===== config.mk =====
export PLATFORM = sky130hd
export DESIGN_NAME = jtag_host
export DESIGN_NICKNAME = d
export VERILOG_FILES = /design/src/shared/jtag_host_pkg.sv /design/src/hw/tap_bit_engine.sv /design/src/hw/jtag_host.sv
export SDC_FILE = /design/constraint.sdc
export NUM_CORES = 1
export LEC_CHECK = 0
export ABC_AREA = 1
export BUFFER_PORTS_ARGS = -buffer_cell sky130_fd_sc_hd__buf_2
export CORE_MARGIN = 10
export CORE_UTILIZATION = 53
export DETAILED_ROUTE_END_ITERATION = 6
export PLACE_DENSITY = 0.87
export SYNTH_ARGS = -nofsm -noshare
export SYNTH_HDL_FRONTEND = slang
export SYNTH_SLANG_ARGS = --single-unit

===== constraint.sdc =====
create_clock -name clk -period 6.6 [get_ports clk]
set_input_delay 1.32 -clock clk [delete_from_list [all_inputs] [get_ports clk]]
set_output_delay 1.32 -clock clk [all_outputs]
set_load 0.005 [all_outputs]

===== src/shared/jtag_host_pkg.sv =====
package jtag_host_pkg;
  // clocks, in ns
  localparam int CLK_PERIOD_NS = 8;
  localparam int TCK_PERIOD_NS = 160;
  localparam int TCK_HALF_CYC = TCK_PERIOD_NS / (2 * CLK_PERIOD_NS);
  // least width of a program pulse
  localparam int PROGRAM_PIN_PULSE_NS = 300;
  localparam int PROGRAM_PIN_PULSE_CYC =
    (PROGRAM_PIN_PULSE_NS + CLK_PERIOD_NS - 1) / CLK_PERIOD_NS;

  // register byte offsets
  localparam logic [7:0] OFS_CTRL = 8'h00;
  localparam logic [7:0] OFS_TX = 8'h04;
  localparam logic [7:0] OFS_RX = 8'h08;
  localparam logic [7:0] OFS_STATUS = 8'h0c;
  localparam logic [7:0] OFS_PROGRAM_PIN = 8'h10;

  // ctrl fields
  localparam int CTRL_OP_LSB = 0;
  localparam int CTRL_EXIT_BIT = 4;
  localparam int CTRL_CNT_LSB = 8;
  localparam logic [1:0] OP_TLR = 2'h1;
  localparam logic [1:0] OP_IR = 2'h2;
  localparam logic [1:0] OP_DR = 2'h3;

  // status fields
  localparam int ST_BUSY_BIT = 0;
  localparam int ST_INDR_BIT = 1;
  localparam int ST_PROGRAM_PIN_BIT = 2;

  // tms walks, first bit in bit 0
  localparam logic [5:0] TMS_TLR = 6'h1f;
  localparam logic [2:0] TMS_TLR_LEN = 3'h6;
  localparam logic [5:0] TMS_TO_SIR = 6'h03;
  localparam logic [2:0] TMS_TO_SIR_LEN = 3'h4;
  localparam logic [5:0] TMS_TO_SDR = 6'h01;
  localparam logic [2:0] TMS_TO_SDR_LEN = 3'h3;
  localparam logic [5:0] IR_LEN = 6'h05;
  localparam logic [5:0] WORD_LEN = 6'h20;
  localparam logic [1:0] POST_LEN = 2'h2;

  localparam logic [1:0] RESP_OKAY = 2'h0;
  localparam logic [1:0] RESP_SLVERR = 2'h2;
endpackage


===== src/hw/tap_bit_engine.sv =====
module tap_bit_engine
(
  // clock and reset
  input wire logic clk,
  input wire logic reset,
  // one bit request
  input wire logic bit_valid,
  input wire logic bit_tms,
  input wire logic bit_tdi,
  output logic bit_ready,
  output logic bit_done,
  output logic bit_tdo,
  // test port pins
  output logic tck,
  output logic tms,
  output logic tdi,
  input wire logic tdo
);
  localparam int HALF = jtag_host_pkg::TCK_HALF_CYC;

  logic busy_q;
  logic [5:0] cnt_q;
  logic tdo_s1_q;
  logic tdo_s2_q;

  // tck is made here by dividing clk, so it never stops mid-bit
  assign bit_ready = ~busy_q;

  always_ff @(posedge clk or posedge reset)
  begin
    if (reset)
    begin
      tdo_s1_q <= 1'b0;
      tdo_s2_q <= 1'b0;
    end
    else
    begin
      tdo_s1_q <= tdo;
      tdo_s2_q <= tdo_s1_q;
    end
  end

  always_ff @(posedge clk or posedge reset)
  begin
    if (reset)
    begin
      busy_q <= 1'b0;
      cnt_q <= 6'h00;
      tck <= 1'b0;
      tms <= 1'b1;
      tdi <= 1'b0;
      bit_done <= 1'b0;
      bit_tdo <= 1'b0;
    end
    else
    begin
      bit_done <= 1'b0;
      if (!busy_q)
      begin
        if (bit_valid)
        begin
          // pins change while tck is low, the device samples on the rise
          busy_q <= 1'b1;
          cnt_q <= 6'h00;
          tms <= bit_tms;
          tdi <= bit_tdi;
        end
      end
      else
      begin
        cnt_q <= cnt_q + 6'h01;
        if (cnt_q == 6'(HALF - 1))
        begin
          // tdo moved on the last fall, so it is settled here
          tck <= 1'b1;
          bit_tdo <= tdo_s2_q;
        end
        if (cnt_q == 6'(2 * HALF - 1))
        begin
          tck <= 1'b0;
          busy_q <= 1'b0;
          bit_done <= 1'b1;
        end
      end
    end
  end

  a_tck_high_time: assert property (@(posedge clk) disable iff (reset)
    $rose(tck) |-> ##9 tck ##1 !tck)
    else $error("tck high phase has the wrong length");

  a_pins_hold_high: assert property (@(posedge clk) disable iff (reset)
    tck |-> $stable(tms) && $stable(tdi))
    else $error("tms or tdi moved while tck was high");
endmodule


===== src/hw/jtag_host.sv =====
// Overview of operation
// - load each chained device in turn, passing run-test/idle after each.
// - load startup instruction in all, then twelve tck in shift-DR.
// - program pin stays deasserted while any scan operation runs.
// - shutdown writes option register with shutdown bit one via config-in.
// - data words are shifted most significant bit first.
// - after start command, write crc value or issue crc reset.
// - startup instruction then twelve tck in shift-DR runs the shutdown.
// - clear shutdown bit, shift a zero flush word, return to idle.
// - status capture: reset, config-in, read header plus zero flush.
// - config-out then 32 tck in shift-DR returns the status word.
// - readback writes the start frame address, frame zero for full chip.
// - read command, then read header sized to the wanted frame count.
// - after the read request shift 32 flush bits, then go idle.
// - memory block readback repeats the steps with its own address.
// - config-in instruction shifted rightmost bit first, last bit on exit.
// - startup instruction shifted rightmost bit first, last bit on exit.
// - at power-up tms is held one for five tck edges; reset only sets tms one, the walk needs an OP_TLR command.
module jtag_host
(
  // clock and reset
  input wire logic clk,
  input wire logic reset,
  // axi4-lite write
  input wire logic [7:0] awaddr,
  input wire logic awvalid,
  output logic awready,
  input wire logic [31:0] wdata,
  input wire logic [3:0] wstrb,
  input wire logic wvalid,
  output logic wready,
  output logic [1:0] bresp,
  output logic bvalid,
  input wire logic bready,
  // axi4-lite read
  input wire logic [7:0] araddr,
  input wire logic arvalid,
  output logic arready,
  output logic [31:0] rdata,
  output logic [1:0] rresp,
  output logic rvalid,
  input wire logic rready,
  // test port and program pin
  output logic tck,
  output logic tms,
  output logic tdi,
  input wire logic tdo,
  output logic program_pin
);
  typedef enum logic [3:0] {
    ST_IDLE = 4'b0001,
    ST_PRE = 4'b0010,
    ST_SHIFT = 4'b0100,
    ST_POST = 4'b1000
  } seq_state_t;

  seq_state_t state_q;
  logic [5:0] pre_pat_q;
  logic [2:0] pre_cnt_q;
  logic [5:0] sh_cnt_q;
  logic [1:0] post_cnt_q;
  logic exit_q;
  logic in_dr_q;
  logic pending_q;
  logic sample_q;
  logic [31:0] data_q;
  logic [31:0] tx_q;
  logic [31:0] rx_q;
  logic [8:0] program_pin_cnt_q;
  logic bit_valid;
  logic bit_tms;
  logic bit_tdi;
  logic bit_ready;
  logic bit_done;
  logic bit_tdo;
  logic issue;
  logic busy;
  logic wr_go;
  logic rd_go;
  logic ctrl_wr;
  logic [1:0] op;
  logic [5:0] op_cnt;

  function automatic logic [4:0] rev5(input logic [4:0] v);
    rev5 = {v[0], v[1], v[2], v[3], v[4]};
  endfunction

  function automatic logic mapped(input logic [7:0] a);
    mapped = (a == jtag_host_pkg::OFS_CTRL) || (a == jtag_host_pkg::OFS_TX)
      || (a == jtag_host_pkg::OFS_RX) || (a == jtag_host_pkg::OFS_STATUS)
      || (a == jtag_host_pkg::OFS_PROGRAM_PIN);
  endfunction

  tap_bit_engine u_engine
  (
    .clk(clk),
    .reset(reset),
    .bit_valid(bit_valid),
    .bit_tms(bit_tms),
    .bit_tdi(bit_tdi),
    .bit_ready(bit_ready),
    .bit_done(bit_done),
    .bit_tdo(bit_tdo),
    .tck(tck),
    .tms(tms),
    .tdi(tdi),
    .tdo(tdo)
  );

  assign busy = (state_q != ST_IDLE) || pending_q;
  assign bit_valid = (state_q != ST_IDLE) && !pending_q;
  assign issue = bit_valid && bit_ready;
  assign wr_go = awvalid && wvalid && !awready && !bvalid;
  assign rd_go = arvalid && !arready && !rvalid;
  assign ctrl_wr = wr_go && (awaddr == jtag_host_pkg::OFS_CTRL) && wstrb[0];
  assign op = wdata[jtag_host_pkg::CTRL_OP_LSB +: 2];
  // a count of zero means a full word
  assign op_cnt = (wdata[jtag_host_pkg::CTRL_CNT_LSB +: 6] == 6'h00 ||
    wdata[jtag_host_pkg::CTRL_CNT_LSB +: 6] > jtag_host_pkg::WORD_LEN) ?
    jtag_host_pkg::WORD_LEN : wdata[jtag_host_pkg::CTRL_CNT_LSB +: 6];

  always_comb
  begin
    bit_tms = 1'b0;
    bit_tdi = 1'b0;
    unique case (state_q)
      ST_PRE: bit_tms = pre_pat_q[0];
      ST_SHIFT:
      begin
        bit_tms = exit_q && (sh_cnt_q == 6'h01);
        bit_tdi = data_q[31];
      end
      ST_POST: bit_tms = (post_cnt_q == jtag_host_pkg::POST_LEN);
      default: bit_tms = 1'b0;
    endcase
  end

  // sequencer: prefix walk, shift, then update on exit and back to idle
  always_ff @(posedge clk or posedge reset)
  begin
    if (reset)
    begin
      state_q <= ST_IDLE;
      pre_pat_q <= 6'h00;
      pre_cnt_q <= 3'h0;
      sh_cnt_q <= 6'h00;
      post_cnt_q <= 2'h0;
      exit_q <= 1'b0;
      in_dr_q <= 1'b0;
      data_q <= 32'h0000_0000;
    end
    else if (state_q == ST_IDLE)
    begin
      // commands are ignored while busy or while program is pulsing
      if (ctrl_wr && !pending_q && program_pin_cnt_q == 9'h000)
      begin
        post_cnt_q <= jtag_host_pkg::POST_LEN;
        if (op == jtag_host_pkg::OP_TLR)
        begin
          state_q <= ST_PRE;
          pre_pat_q <= jtag_host_pkg::TMS_TLR;
          pre_cnt_q <= jtag_host_pkg::TMS_TLR_LEN;
          sh_cnt_q <= 6'h00;
          exit_q <= 1'b0;
          in_dr_q <= 1'b0;
        end
        else if (op == jtag_host_pkg::OP_IR && !in_dr_q)
        begin
          state_q <= ST_PRE;
          pre_pat_q <= jtag_host_pkg::TMS_TO_SIR;
          pre_cnt_q <= jtag_host_pkg::TMS_TO_SIR_LEN;
          sh_cnt_q <= jtag_host_pkg::IR_LEN;
          exit_q <= 1'b1;
          data_q <= {rev5(tx_q[4:0]), 27'h0};
        end
        else if (op == jtag_host_pkg::OP_DR)
        begin
          // words of one stream may follow without leaving shift-DR
          state_q <= in_dr_q ? ST_SHIFT : ST_PRE;
          pre_pat_q <= jtag_host_pkg::TMS_TO_SDR;
          pre_cnt_q <= jtag_host_pkg::TMS_TO_SDR_LEN;
          sh_cnt_q <= op_cnt;
          exit_q <= wdata[jtag_host_pkg::CTRL_EXIT_BIT];
          in_dr_q <= !wdata[jtag_host_pkg::CTRL_EXIT_BIT];
          data_q <= tx_q;
        end
      end
    end
    else if (issue)
    begin
      unique case (state_q)
        ST_PRE:
        begin
          pre_pat_q <= {1'b0, pre_pat_q[5:1]};
          pre_cnt_q <= pre_cnt_q - 3'h1;
          if (pre_cnt_q == 3'h1)
            state_q <= (sh_cnt_q != 6'h00) ? ST_SHIFT : ST_IDLE;
        end
        ST_SHIFT:
        begin
          data_q <= {data_q[30:0], 1'b0};
          sh_cnt_q <= sh_cnt_q - 6'h01;
          if (sh_cnt_q == 6'h01)
            state_q <= exit_q ? ST_POST : ST_IDLE;
        end
        ST_POST:
        begin
          post_cnt_q <= post_cnt_q - 2'h1;
          if (post_cnt_q == 2'h1)
            state_q <= ST_IDLE;
        end
        default: state_q <= ST_IDLE;
      endcase
    end
  end

  // one bit in flight; tdo of shift bits is gathered first bit highest
  always_ff @(posedge clk or posedge reset)
  begin
    if (reset)
    begin
      pending_q <= 1'b0;
      sample_q <= 1'b0;
      rx_q <= 32'h0000_0000;
    end
    else
    begin
      if (issue)
      begin
        pending_q <= 1'b1;
        sample_q <= (state_q == ST_SHIFT);
      end
      else if (bit_done)
        pending_q <= 1'b0;
      if (bit_done && sample_q)
        rx_q <= {rx_q[30:0], bit_tdo};
    end
  end

  // program pulse, only accepted while the scan port is idle
  always_ff @(posedge clk or posedge reset)
  begin
    if (reset)
    begin
      program_pin_cnt_q <= 9'h000;
      program_pin <= 1'b0;
    end
    else
    begin
      if (program_pin_cnt_q != 9'h000)
        program_pin_cnt_q <= program_pin_cnt_q - 9'h001;
      else if (wr_go && awaddr == jtag_host_pkg::OFS_PROGRAM_PIN && wstrb[0] &&
        wdata[0] && !busy)
        program_pin_cnt_q <= 9'(jtag_host_pkg::PROGRAM_PIN_PULSE_CYC);
      // high for the full count, so the pulse is never below its least width
      program_pin <= (program_pin_cnt_q != 9'h000);
    end
  end

  // axi4-lite slave: address and data are taken together
  always_ff @(posedge clk or posedge reset)
  begin
    if (reset)
    begin
      awready <= 1'b0;
      wready <= 1'b0;
      bvalid <= 1'b0;
      bresp <= jtag_host_pkg::RESP_OKAY;
      tx_q <= 32'h0000_0000;
    end
    else
    begin
      awready <= wr_go;
      wready <= wr_go;
      if (wr_go)
      begin
        bvalid <= 1'b1;
        bresp <= mapped(awaddr) ? jtag_host_pkg::RESP_OKAY :
          jtag_host_pkg::RESP_SLVERR;
        if (awaddr == jtag_host_pkg::OFS_TX)
        begin
          for (int i = 0; i < 4; i++)
            if (wstrb[i])
              tx_q[8 * i +: 8] <= wdata[8 * i +: 8];
        end
      end
      else if (bready)
        bvalid <= 1'b0;
    end
  end

  always_ff @(posedge clk or posedge reset)
  begin
    if (reset)
    begin
      arready <= 1'b0;
      rvalid <= 1'b0;
      rdata <= 32'h0000_0000;
      rresp <= jtag_host_pkg::RESP_OKAY;
    end
    else
    begin
      arready <= rd_go;
      if (rd_go)
      begin
        rvalid <= 1'b1;
        rresp <= mapped(araddr) ? jtag_host_pkg::RESP_OKAY :
          jtag_host_pkg::RESP_SLVERR;
        rdata <= 32'h0000_0000;
        unique case (araddr)
          jtag_host_pkg::OFS_TX: rdata <= tx_q;
          jtag_host_pkg::OFS_RX: rdata <= rx_q;
          jtag_host_pkg::OFS_STATUS:
          begin
            rdata[jtag_host_pkg::ST_BUSY_BIT] <= busy;
            rdata[jtag_host_pkg::ST_INDR_BIT] <= in_dr_q;
            rdata[jtag_host_pkg::ST_PROGRAM_PIN_BIT] <= program_pin;
          end
          default: rdata <= 32'h0000_0000;
        endcase
      end
      else if (rready)
        rvalid <= 1'b0;
    end
  end

  a_program_pin_when_idle: assert property (@(posedge clk) disable iff (reset)
    program_pin |-> state_q == ST_IDLE && !pending_q)
    else $error("program pin asserted during a scan operation");

  a_tlr_walk: assert property (@(posedge clk) disable iff (reset)
    (state_q == ST_IDLE && !pending_q && ctrl_wr && op == 2'h1 &&
    program_pin_cnt_q == 9'h000) |=> state_q == ST_PRE && pre_cnt_q == 3'h6 &&
    pre_pat_q == 6'h1f)
    else $error("reset walk not five ones then idle");

  a_shift_msb_first: assert property (@(posedge clk) disable iff (reset)
    issue && state_q == ST_SHIFT && sh_cnt_q != 6'h01 |=>
    data_q[31] == $past(data_q[30]))
    else $error("data not shifted most significant bit first");

  a_rx_capture: assert property (@(posedge clk) disable iff (reset)
    bit_done && sample_q |=> rx_q[0] == $past(bit_tdo) &&
    rx_q[31:1] == $past(rx_q[30:0]))
    else $error("tdo bit not gathered into rx");

  a_busy_refuse: assert property (@(posedge clk) disable iff (reset)
    state_q == ST_SHIFT && ctrl_wr && !issue |=> $stable(sh_cnt_q))
    else $error("command taken while a shift was running");

  a_bresp_hold: assert property (@(posedge clk) disable iff (reset)
    bvalid && !bready |=> bvalid && $stable(bresp))
    else $error("write response dropped before it was taken");
endmodule


==> results of run 1 <==
[state kept, by name, summed over array words and instances (netlist names), 2 cells and up]
signal             flops
data_q                32
post_cnt_q             2
pre_cnt_q              3
pre_pat_q              5
program_pin_cnt_q      9
rdata                 32
rx_q                  32
sh_cnt_q               6
state_q                4
tx_q                  32
u_engine.cnt_q         6
[cell type report]
| class | count | area [um^2] |
|---|---|---|
| fillers | 1383 | 6480 |
| multi-input cells | 739 | 3520 |
| clock inverters | 12 | 163 |
| inverters | 123 | 474 |
| flip-flops and latches | 182 | 4560 |
| repair buffers | 106 | 541 |
| well taps | 220 | 275 |
| clock buffers | 19 | 453 |
| diodes | 1 | 2.50 |
[cells by family after synthesis]
logic type                 synth area share [%]
buffers and inverters                      8.38
adders and majority gates                  1.28
and+or+nand+nor                            27.6
xor gates and xnor gates                  0.795
DFF                                        51.7
AOI/OAI and AO/OA                          10.1
other                                    0.0426
[metrics by stage]
step / hold slack, ps / cell area (um^2) / setup WS (ps) / cells / utilization (%)
2_1_floorplan: 331 / 8810 / 340 / 1088 / -
3_3_place_gp: 336 / 9370 / 3280 / 1370 / 56.9
6_report: 350 / 9990 / 3610 / 1402 / 60.7
3_5_place_dp: 336 / 9370 / 3230 / 1370 / 56.9
4_1_cts: 352 / 9990 / 3670 / 1401 / 60.7
5_1_grt: 364 / 9990 / 3410 / 1401 / 60.7
[how the worst max path moves through the flow]
stage                     slack (ps)      from  cells after the start                endpoint
after floorplan                  340     reset                      1       arready$_DFF_PP0_
after global placement          3280  wdata[0]                      9  data_q[28]$_DFFE_PP0P_
after detailed placement        3230  wdata[1]                     10  data_q[12]$_DFFE_PP0P_
after CTS                       3670  wdata[1]                     10  data_q[16]$_DFFE_PP0P_
after global routing            3410  wdata[1]                     10  data_q[16]$_DFFE_PP0P_
final                           3610  wdata[0]                      9  data_q[16]$_DFFE_PP0P_
[metal layers]
metal / track usage (%) / routed length (um) / up-vias
met4: 6.97 / 470 / 0
li1: - / - / 3614
met3: 5.01 / 1460 / 41
met2: 31.5 / 10400 / 254
met5: 0 / 0 / -
met1: 26.5 / 9360 / 3555
[power by group through the flow]
stage	clock, mW	sequential [mW]	combinational (mW)
2_1_floorplan	0	1.46	0.851
6_report	1.06	1.48	1.06
3_5_place_dp	0	1.49	1.05
4_1_cts	1.07	1.48	1.06
3_3_place_gp	0	1.49	1.00
5_1_grt	1.12	1.51	1.22
[layout by cell type (no fill, tap or decap), types with 3 or more instances in the layout]
cell type | Yosys | routed
sky130_fd_sc_hd__inv_6 | 1 | 6
sky130_fd_sc_hd__buf_4 | 7 | 4
sky130_fd_sc_hd__o22ai_1 | 28 | 28
sky130_fd_sc_hd__nor3_1 | 4 | 4
sky130_fd_sc_hd__nand2_2 | 33 | 33
sky130_fd_sc_hd__dfrtp_1 | 180 | 180
sky130_fd_sc_hd__nand3_1 | 91 | 91
sky130_fd_sc_hd__a21oi_1 | 19 | 19
sky130_fd_sc_hd__nand3b_1 | 3 | 3
sky130_fd_sc_hd__clkbuf_16 | 0 | 17
sky130_fd_sc_hd__nand2_1 | 343 | 343
sky130_fd_sc_hd__o211ai_1 | 3 | 3
sky130_fd_sc_hd__nor2_1 | 59 | 59
sky130_fd_sc_hd__nand2_8 | 3 | 3
sky130_fd_sc_hd__o21ai_0 | 109 | 109
sky130_fd_sc_hd__nor3_2 | 4 | 3
sky130_fd_sc_hd__xnor2_1 | 6 | 6
sky130_fd_sc_hd__buf_2 | 11 | 102
sky130_fd_sc_hd__or2_2 | 5 | 5
sky130_fd_sc_hd__inv_1 | 117 | 116
sky130_fd_sc_hd__nand4_1 | 4 | 4
sky130_fd_sc_hd__ha_1 | 9 | 9
==> results summary, run 1 <==
Traced cell by cell, the critical path runs through buf_2 -> inv_1 -> nand2_1 -> nand2_2 -> o21ai_4 -> inv_4 -> nand2_8 -> nand2_2 -> nand2_1. In the final design database the tool counted 1238 nets. The overall power after layout came out at around 3.6 mW. The estimated wirelength of the detail-placed design is ~15 mm. The first-pass GRT wire length is ~36 mm. The count of buffer and inverter cells on the critical path is 3. Dividing the detail-routed wire length by the instance count gives approximately 15 um. The data required time at the worst endpoint came out at 6930 ps. For this design, the CTS-stage hold fixing added 0 buffers. The number of search-and-repair iterations in the first detailed-routing pass is 5. The mean number of vias per cell came out at about 5.3. The die area came out at between 0.02 and 0.025 mm^2. The area growth from synthesis to layout is 13.4%. The number of I/O port buffers is ~100. The clock tree root driver cell is sky130_fd_sc_hd__clkbuf_16. The flip-flop cell with the highest count after synthesis is sky130_fd_sc_hd__dfrtp_1.

The overall die width is 149 um. For the final database, setup skew stands at roughly 8.9 ps. The post-synthesis async set-or-reset flop share is 100%.

The ratio of total power to cell area came out at around 360 mW/mm^2. The cell class contributing the biggest share of worst-path delay is simple AND/OR/NAND/NOR gates. The minimum clock period came out at about 3000 ps. STA puts the critical path data arrival time at 3320 ps. The average cell area after synthesis is roughly 8.1 um^2. The portion of synthesized cell area occupied by the leading cell type is between 50% and 60%. Summed over all instances, the cell type with the most area after synthesis is sky130_fd_sc_hd__dfrtp_1.

The floorplan die height is between 100 and 150 um. The via count is 7464. The post-CTS setup buffer count is 0. After synthesis, flip-flops and latches occupy 51.7% of the total area.

The overall fraction of global-route tracks in use is between 20% and 30%. The clock network fraction of total power came out at between 20% and 30%. The count of warnings emitted by yosys came out at 0. The TritonCTS clock tree is built. The destination of the worst register-to-register timing path is data_q[16]$_DFFE_PP0P_. The slew at the pin with the worst max-slew slack is between 1000 and 1500 ps. The number of DRC violations after detailed-routing iteration 0 came out at about 890. The path category of the worst min-delay check is flip-flop to flip-flop. The summed instance area of the synthesized netlist came out at 0.00881 mm^2. The capturing element type of the critical path is a flip-flop. The commonest cells after synthesis are sky130_fd_sc_hd__nand2_1, sky130_fd_sc_hd__dfrtp_1, sky130_fd_sc_hd__inv_1, sky130_fd_sc_hd__o21ai_0, sky130_fd_sc_hd__nand3_1.

The worst stage delay on the critical path came out at roughly 500 ps. The number of resized instances in the post-cts repair step came out at 0. The longest clock path from root to sink contains 2 buffers. The fraction of final layout cells with drive strength greater than 1 came out at roughly 17%.

Yosys instantiated no cell more often than sky130_fd_sc_hd__nand2_1. The path with the worst hold slack has its endpoint at u_engine.tdo_s2_q$_DFF_PP0_. The worst hold path was traced through 0 stages. The count of max-cap constraint violations came out at 0. The clock-pin slew reported for the worst setup and hold paths after clock tree synthesis came out at ~70 ps. The slowest cell on the critical path is sky130_fd_sc_hd__nand2_2. Registers are responsible for between 40 and 50% of the overall power. The flow ran to the end, and the final reports show no timing, DRC or antenna violations. The largest fanout on the critical path is 33. The switching part of the total came out at ~37%. The final weighted congestion of routability-driven global placement is around 0.86. Summed over all failing endpoints, the final setup total negative slack is 0 ps. Per report_power, the combinational group accounts for between 20 and 30% of the total. The insertion delay to the later sink of the worst-skew pair came out at ~440 ps. The worst setup path is launched from a primary input.

The pin count of the biggest net entering global routing is 86. The count of different cell masters after synthesis is 40. By area the synthesized netlist is led by sky130_fd_sc_hd__dfrtp_1, sky130_fd_sc_hd__nand2_1, sky130_fd_sc_hd__o21ai_0. The initial cell density of the core came out at between 50 and 60%. The analysis attributes to net switching a power of around 1.3 mW.

The worst register-to-register path begins at state_q[0]$_DFFE_PP1P_. Setup repair after global routing left no endpoint under its margin. The CTS buffer count came out at 17.

The detail route stage leaves a number of antenna-violating nets equal to 0. The flop-to-flop setup slack came out at 4100 ps. The number of pins exceeding their max-slew limit in the final report is 0. The initialized floorplan defines 47 standard-cell rows. The initial antenna violation count came out at 0. For the worst flop-to-flop path, the logic depth is 10. The area of the core region came out at 0.0165 mm^2. The number of enable-type register cells in the synthesized netlist came out at 0. The number of global-route vias before repair came out at 7400.

Synthesis inferred roughly 180 register bits. The startpoint identified for the worst hold timing path is u_engine.tdo_s1_q$_DFF_PP0_. The overflow left after global routing is 0.

The boundary pin count is 105. The final count of negative-setup-slack endpoints came out at 0. The worst slew margin relative to its limit is between 30% and 40%. The design internal power came out at roughly 2.3 mW. The number of hold violations in the final report is 0. The static leakage is a little over 5 nW.

The worst-case vdd ir drop came out at approximately 0.00022 V. The CTS sink count came out at 182. After detailed routing, the number of remaining DRC violations is 0. Synthesis handed over a netlist of approximately 1100 instances. The post-route clock period utilization came out at 45.4%.

CTS built an H-tree with a depth of 4. The critical path in this run is classified as primary input to flip-flop. The fmax came out at between 300 and 400 MHz.

The post-detailed-routing wire length is approximately 22 mm.
Note: power is estimated with default switching activity, not from simulation.
==> run 2, diff against run 1 <==
--- a/config.mk
+++ b/config.mk
@@ -5,12 +5,12 @@
 export SDC_FILE = /design/constraint.sdc
 export NUM_CORES = 1
 export LEC_CHECK = 0
-export ABC_AREA = 1
+export ABC_AREA = 0
 export BUFFER_PORTS_ARGS = -buffer_cell sky130_fd_sc_hd__buf_2
 export CORE_MARGIN = 10
-export CORE_UTILIZATION = 53
+export CORE_UTILIZATION = 58
 export DETAILED_ROUTE_END_ITERATION = 6
-export PLACE_DENSITY = 0.87
+export PLACE_DENSITY = 0.9
 export SYNTH_ARGS = -nofsm -noshare
 export SYNTH_HDL_FRONTEND = slang
 export SYNTH_SLANG_ARGS = --single-unit
==> constraint.sdc (replaced) <==
create_clock -name clk -period 2.9 [get_ports clk]
set_input_delay 0.58 -clock clk [delete_from_list [all_inputs] [get_ports clk]]
set_output_delay 0.58 -clock clk [all_outputs]
set_load 0.005 [all_outputs]
==> run 2 against run 1 <==
Setup slack worse by 3300 ps; design area is 5.2% lower; die area is 13% lower; wire length is 9.8% lower; flip-flop and latch count stayed put; core utilization is 7.9 points higher; cell count is 30% lower; clock-buffer cell count is 4 higher; global-route usage is 0.18 points higher.
==> results summary, run 2 <==
The run finished with clean final reports. The number of setup buffers added after CTS is 0. The final critical path takes up between 90% and 100% of the cycle. The average cell area after synthesis came out at approximately 12 um^2. The number of DRC violations after detailed-routing iteration 0 came out at ~400. The global-route track usage on met2 came out at 34.1%. The synthesized design devotes to its leading area cell type a little under three fifths of total area. Synthesis produced a netlist whose cell count is a little under 700. The die area is roughly 0.019 mm^2. The first-pass GRT wire length is ~32 mm. Counting along the longest clock path gives a buffer depth of 2. Once detail routing completed, the nets flagged for antenna violations numbered 0. The antenna diode instance count came out at 0.

Setup repair after global routing left no endpoint under its margin. Of all flip-flops after synthesis, the portion carrying an async set or reset was 100%. The worst setup path is of the flip-flop to flip-flop kind. The core utilization of the finished layout came out at a little under 70%. Headroom to the max-slew limit came out at between 40% and 50%. The number of resized instances in the post-cts repair step is 0.

The largest fanout on the critical path is 31. Across the VDD grid, the largest voltage drop is between 0.0004 and 0.0005 V. The hold buffer count at CTS came out at 0.

The number of enable-type register cells in the synthesized netlist came out at 0. The number of hold violations in the final report is 0. The slew at the pin with the worst max-slew slack is about 770 ps. The congestion estimate from routability-driven global placement came to between 0.8 and 0.9.

The most common cell in the netlist is sky130_fd_sc_hd__dfrtp_1. The count of max-cap constraint violations is 0. The post-detailed-routing wire length came out at slightly below 20 mm.

The library cells used most frequently in the layout, excluding fill and tap cells, are sky130_fd_sc_hd__dfrtp_1, sky130_fd_sc_hd__mux2_2, sky130_fd_sc_hd__buf_2, sky130_fd_sc_hd__nor2_1, sky130_fd_sc_hd__nand2_1. The CTS buffer count is 17. The synthesis-stage register bit count came out at around 180. The area of the core region is roughly 0.014 mm^2. The initial cell density of the core came out at around three fifths. The floorplan die height is 139 um. The fraction of final layout cells with drive strength greater than 1 came out at 34.0%.

The clock tree synthesis step divided the H-tree into 4 levels. The number of I/O port buffers came out at between 100 and 150. The summed instance area of the synthesized netlist came out at between 0.008 and 0.009 mm^2. The placement row count is between 40 and 50. The via count is about 6000. The worst setup path is captured at a flip-flop. The fmax came out at around 380 MHz.

In the synthesized netlist the dominant register cell turns out to be sky130_fd_sc_hd__dfrtp_1. The minimum clock period came out at between 2000 and 3000 ps. The mean number of vias per cell came out at between 6 and 7.

Clock latency on the worst-skew pair, taken at its later pin, is between 400 and 500 ps. Compared with the post-synthesis result, the final layout area differs by 15.9%. The boundary pin count came out at 105. The initial antenna violation count came out at 0. Among all stages on the critical path, the largest delay is contributed by sky130_fd_sc_hd__or3b_1. Clock tree synthesis selected as its root buffer the cell sky130_fd_sc_hd__clkbuf_16. In this run the power density over the cells is approximately 600 mW/mm^2. Yosys printed 0 warnings. The overall power after layout came out at 5.55 mW. The final count of negative-setup-slack endpoints is 0.

Yosys attributes the largest share of cell area to sky130_fd_sc_hd__dfrtp_1, sky130_fd_sc_hd__mux2_2, sky130_fd_sc_hd__nor2_1. The pin count of the biggest net entering global routing is 65. The number of search-and-repair iterations in the first detailed-routing pass came out at 6. The number of global-route vias before repair came out at approximately 6200. STA classifies the critical path startpoint as a flip-flop. The data required time at the worst endpoint came out at about 3200 ps.

Global routing used 4.59% of the available met3 tracks. Detailed placement ended at an HPWL of between 10 and 15 mm. Traced cell by cell, the critical path runs through inv_1 -> ha_1 -> or3b_1 -> nor4_4 -> a31oi_1 -> buf_4 -> nor2_2 -> buf_12 -> mux2_2. In the synthesized netlist, the cells that appear most often are sky130_fd_sc_hd__dfrtp_1, sky130_fd_sc_hd__mux2_2, sky130_fd_sc_hd__nor2_1, sky130_fd_sc_hd__nand2_1, sky130_fd_sc_hd__a221oi_1.

On the worst path, the slowest cell contributes a delay of ~490 ps. The final sum of negative setup slack is 0 ps. The overflow left after global routing came out at 0.

TritonCTS built the clock tree. For the worst setup path, the data arrival time is approximately 2900 ps. After clock tree synthesis, the clock-pin slew on the worst setup and hold paths is 70 ps.

The final setup skew is between 10 and 15 ps. The number of pins exceeding their max-slew limit in the final report came out at 0. The met1 routing resource usage after global routing came out at between 20% and 30%. The count of different cell masters after synthesis is 56. The path category of the worst min-delay check is primary input to asynchronous set/reset pin. Global routing used between 20 and 25% of the available tracks across all layers. The count of nets after finishing came out at 861. The library cell used most frequently in the layout, excluding fill and tap cells, is sky130_fd_sc_hd__dfrtp_1. Sequential elements use between 50% and 60% of the synthesized area. The largest total area in the synthesized netlist belongs to sky130_fd_sc_hd__dfrtp_1. The clock net in this run drives a total of ~180 sinks. The final routed wire length divided by cell count came out at 19.9 um. The post-route non-filler standard cell count came out at roughly 990. The static leakage came out at approximately 4.7 nW. The placed instance count is around 950.

The overall die width is between 100 and 150 um. The post-route DRC violation count came out at 0. The global routing stage identified its most utilized layer as met2.
-- run 2: cells by family after synthesis --
family,after synthesis,share of synthesized area (%)
flops,182,55.7
simple gates,179,10.7
compound gates,132,11.9
mux,121,16.7
buf+inv,60,3.14
fa+ha+maj,9,1.38
xor+xnor,4,0.429
other cells,1,0.0459
-- run 2: worst max-delay path, delay by kind of cell (launching register included) --
kind                     cells  cell delay [ps]
AO/OA/AOI/OAI                1              140
AND/OR/NAND/NOR              3              870
flip-flops                   1              420
adder cells (fa/ha/maj)      1              180
buffers and inverters        3              520
multiplexers                 1              360
-- run 2: worst paths after layout --
path | start | endpoint | slack [ps] | cells after the start
setup / recovery | program_pin_cnt_q[0]$_DFFE_PP0P_ | data_q[21]$_DFFE_PP0P_ | 280 | 9
hold / removal | reset | rvalid$_DFFE_PP0P_ | 70 | 2
setup reg to reg | program_pin_cnt_q[0]$_DFFE_PP0P_ | data_q[21]$_DFFE_PP0P_ | 280 | 9
hold reg to reg | u_engine.tdo_s1_q$_DFF_PP0_ | u_engine.tdo_s2_q$_DFF_PP0_ | 350 | 0
max in group asynchronous | reset | rdata[16]$_DFFE_PP0P_ | 1830 | 3
min in group clk | tdo | u_engine.tdo_s1_q$_DFF_PP0_ | 260 | 1
-- run 2: layout make-up --
cell class / count / area (um^2)
flip-flops and latches: 182 / 4560
fillers: 925 / 4350
multi-input cells: 447 / 3380
repair buffers: 122 / 686
clock buffers: 23 / 468
well taps: 180 / 225
inverters: 22 / 86.3
clock inverters: 9 / 68.8
-- run 2: metrics by stage --
stage	hold WS (ps)	cell area (um^2)	worst slack (ps)
global route	64.0	9470	135
finish	66.0	9470	280
CTS	61.9	9470	277
global placement	334	8940	120
floorplan	331	8180	-14.9
detailed placement	336	8940	78.1
-- run 2: report_power, final --
group          switching, mW  internal (mW)
logic                  0.333          0.265
clock network          0.990           1.15
registers              0.101           2.71
total                   1.42           4.13
-- run 2: layer usage --
layer | part of all wire [%] | wire length (um)
met5 | 0 | 0
met4 | 1.7 | 331
met3 | 5.5 | 1090
met2 | 51 | 10000
met1 | 42 | 8130
==> run 3, diff against run 2 <==
--- a/config.mk
+++ b/config.mk
@@ -8,9 +8,9 @@
 export ABC_AREA = 0
 export BUFFER_PORTS_ARGS = -buffer_cell sky130_fd_sc_hd__buf_2
 export CORE_MARGIN = 10
-export CORE_UTILIZATION = 58
+export CORE_UTILIZATION = 50
 export DETAILED_ROUTE_END_ITERATION = 6
-export PLACE_DENSITY = 0.9
+export PLACE_DENSITY = 0.8
 export SYNTH_ARGS = -nofsm -noshare
 export SYNTH_HDL_FRONTEND = slang
 export SYNTH_SLANG_ARGS = --single-unit
==> run 3 against run 2 <==
Core utilization down 7.9 points; first-iteration DRC count grew 9.5%; clock power is 21% higher; cell count rose by 3.7%; clock-buffer cell count is 4 lower; clock skew is 1.6 ps higher; critical path type unchanged.
==> results summary, run 3 (same netlist as run 2, synthesis figures left out) <==
The path class of the tightest hold or removal check is primary input to asynchronous set/reset pin. The die area is 0.0219 mm^2. For this design the ratio of total power to cell area is 620 mW/mm^2. The cell class contributing the biggest share of worst-path delay is simple AND/OR/NAND/NOR gates. The clock-pin slew reported for the worst setup and hold paths after clock tree synthesis is around 70 ps. The floorplan die height is 148 um. The count of buffer and inverter cells on the critical path came out at 1. The clock network fraction of total power came out at 43.1%. The final count of negative-setup-slack endpoints is 0. The CTS sink count came out at roughly 180.

The fraction of final layout cells with drive strength greater than 1 came out at approximately 34%. In this run, flip-flops and latches consume 46.9% of the power. The count of max-cap constraint violations came out at 0. The overall die width is about 150 um. Dividing the detail-routed via count by the number of cells gives 5.76. After global routing the overflow that remains totals 0.

The routing layer with the top usage in global route is met2. The run finished with clean final reports. The count of nets after finishing came out at around 860. After layout, the worst path uses roughly nine tenths of the clock period. The clock tree root driver cell is sky130_fd_sc_hd__clkbuf_16. With fillers left out, the area of the finished cells amounts to 0.00966 mm^2.

For this run, global-route usage on met1 was measured as ~22%. Traced cell by cell, the critical path runs through inv_1 -> ha_1 -> or3b_1 -> nor4_4 -> a31oi_1 -> or3_1 -> mux2_4. The post-route non-filler standard cell count came out at ~1000. The switching part of the total came out at between 20% and 30%.

The worst-case vdd ir drop came out at about 0.00048 V. The total area inside the core boundary comes to 0.0159 mm^2. For this run, global-route usage on met2 was measured as 29.5%. STA classifies the critical path endpoint as a flip-flop. The repair_antennas step left the layout with diodes totalling 0. In the layout the commonest cells are sky130_fd_sc_hd__dfrtp_1, sky130_fd_sc_hd__mux2_2, sky130_fd_sc_hd__buf_2, sky130_fd_sc_hd__nor2_1, sky130_fd_sc_hd__nand2_1.

The buffer levels on the longest clock path came out at 2. The number of global-route vias before repair is roughly 6100. The CTS buffer count came out at 17. The minimum clock period is approximately 2600 ps.

The core utilization of the finished layout came out at between 60% and 70%. The area after detailed placement is ~0.009 mm^2. Entering global routing, the biggest net connects 88 pins. The data required time at the worst endpoint came out at roughly 3200 ps. The placed instance count came out at approximately 990.

The slew at the pin with the worst max-slew slack is approximately 600 ps. The remaining number of nets flagged by the antenna check after routing came out at 0. The placement row count came out at 46. The final sum of negative setup slack came out at 0 ps. The worst slew margin relative to its limit is 59.5%. The number of search-and-repair iterations in the first detailed-routing pass is 5.

The number of resized instances in the post-cts repair step is 0. The reported net switching power came out at approximately 1.4 mW. The initial antenna violation count is 0. The hold buffer count at CTS came out at 0.

The internal portion of the total power is approximately 4.5 mW. Across every metal layer, demand over resource in global routing totals 17.6%. The number of I/O port buffers is roughly 100. The number of setup buffers added after CTS is 0. The boundary pin count is 105. At the end of routability-driven placement, the weighted congestion stood at between 0.8 and 0.9. Wires add up to approximately 19 mm. The final setup skew came out at between 10 and 15 ps.

The final routed wire length divided by cell count is about 18 um. The H-tree depth is 4. The first-pass GRT wire length is approximately 31 mm. STA classifies the critical path startpoint as a flip-flop. The via count came out at between 5000 and 6000. The worst stage delay on the critical path came out at 600 ps. The category of the critical setup timing path is flip-flop to flip-flop. The largest fanout on the critical path came out at 8. Detailed placement ended at an HPWL of 12.9 mm. The area growth from synthesis to layout is 18.1%.

The share of total power in combinational logic came out at around a tenth. Overall power consumption after layout is estimated at between 5 and 6 mW. The initial cell density of the core came out at 51.3%.

The static leakage came out at ~4.8 nW. Setup repair after global routing left no endpoint under its margin. The post-route DRC violation count is 0. The insertion delay to the later sink of the worst-skew pair is between 400 and 500 ps. The number of pins exceeding their max-slew limit in the final report came out at 0. For this run, the top clock speed supported by timing is approximately 390 MHz. The number of DRC violations after detailed-routing iteration 0 is 440. The data arrival at the endpoint of the critical path is 2920 ps. The library cell used most frequently in the layout, excluding fill and tap cells, is sky130_fd_sc_hd__dfrtp_1. Global routing used 4.85% of the available met3 tracks.

TritonCTS built the clock tree. The number of hold violations in the final report is 0. On the critical path, the stage with the largest delay is an instance of sky130_fd_sc_hd__or3_1.
[run 3: final timing paths]
path	depth (start not counted)	slack, ps	to	from
hold / removal	2	200	rx_q[1]$_DFFE_PP0P_	reset
setup reg to reg	7	310	pre_pat_q[0]$_DFFE_PP0P_	program_pin_cnt_q[0]$_DFFE_PP0P_
max in group asynchronous	3	1870	sh_cnt_q[1]$_DFFE_PP0P_	reset
hold reg to reg	0	350	u_engine.tdo_s2_q$_DFF_PP0_	u_engine.tdo_s1_q$_DFF_PP0_
min in group clk	1	240	u_engine.tdo_s1_q$_DFF_PP0_	tdo
setup / recovery	7	310	pre_pat_q[0]$_DFFE_PP0P_	program_pin_cnt_q[0]$_DFFE_PP0P_
[run 3: power by group through the flow]
stage | registers (mW) | clock network, mW | logic [mW]
floorplan | 2.86 | 0 | 0.280
global placement | 2.85 | 0 | 0.597
CTS | 2.81 | 2.61 | 0.621
finish | 2.80 | 2.58 | 0.599
global route | 2.83 | 2.72 | 0.693
detailed placement | 2.85 | 0 | 0.617
[run 3: final cells by class]
cell class / count / area [um^2]
clock buffer: 19 / 443
clock inverter: 13 / 223
fill: 1282 / 6280
inverter: 22 / 86.3
multi-input combinational: 447 / 3380
sequential: 182 / 4560
tap: 216 / 270
timing repair buffer: 122 / 698
[run 3: routing by layer]
layer / wire [um] / part of all wire (%)
met2: 9330 / 49
met5: 0 / 0
met4: 251 / 1.3
met1: 8140 / 43
met3: 1160 / 6.1
[run 3: stage by stage]
stage / worst slack (ps) / hold WS (ps)
floorplan: -14.9 / 331
global placement: 117 / 331
detailed placement: 105 / 336
CTS: 308 / 205
global route: 88.5 / 228
finish: 305 / 196
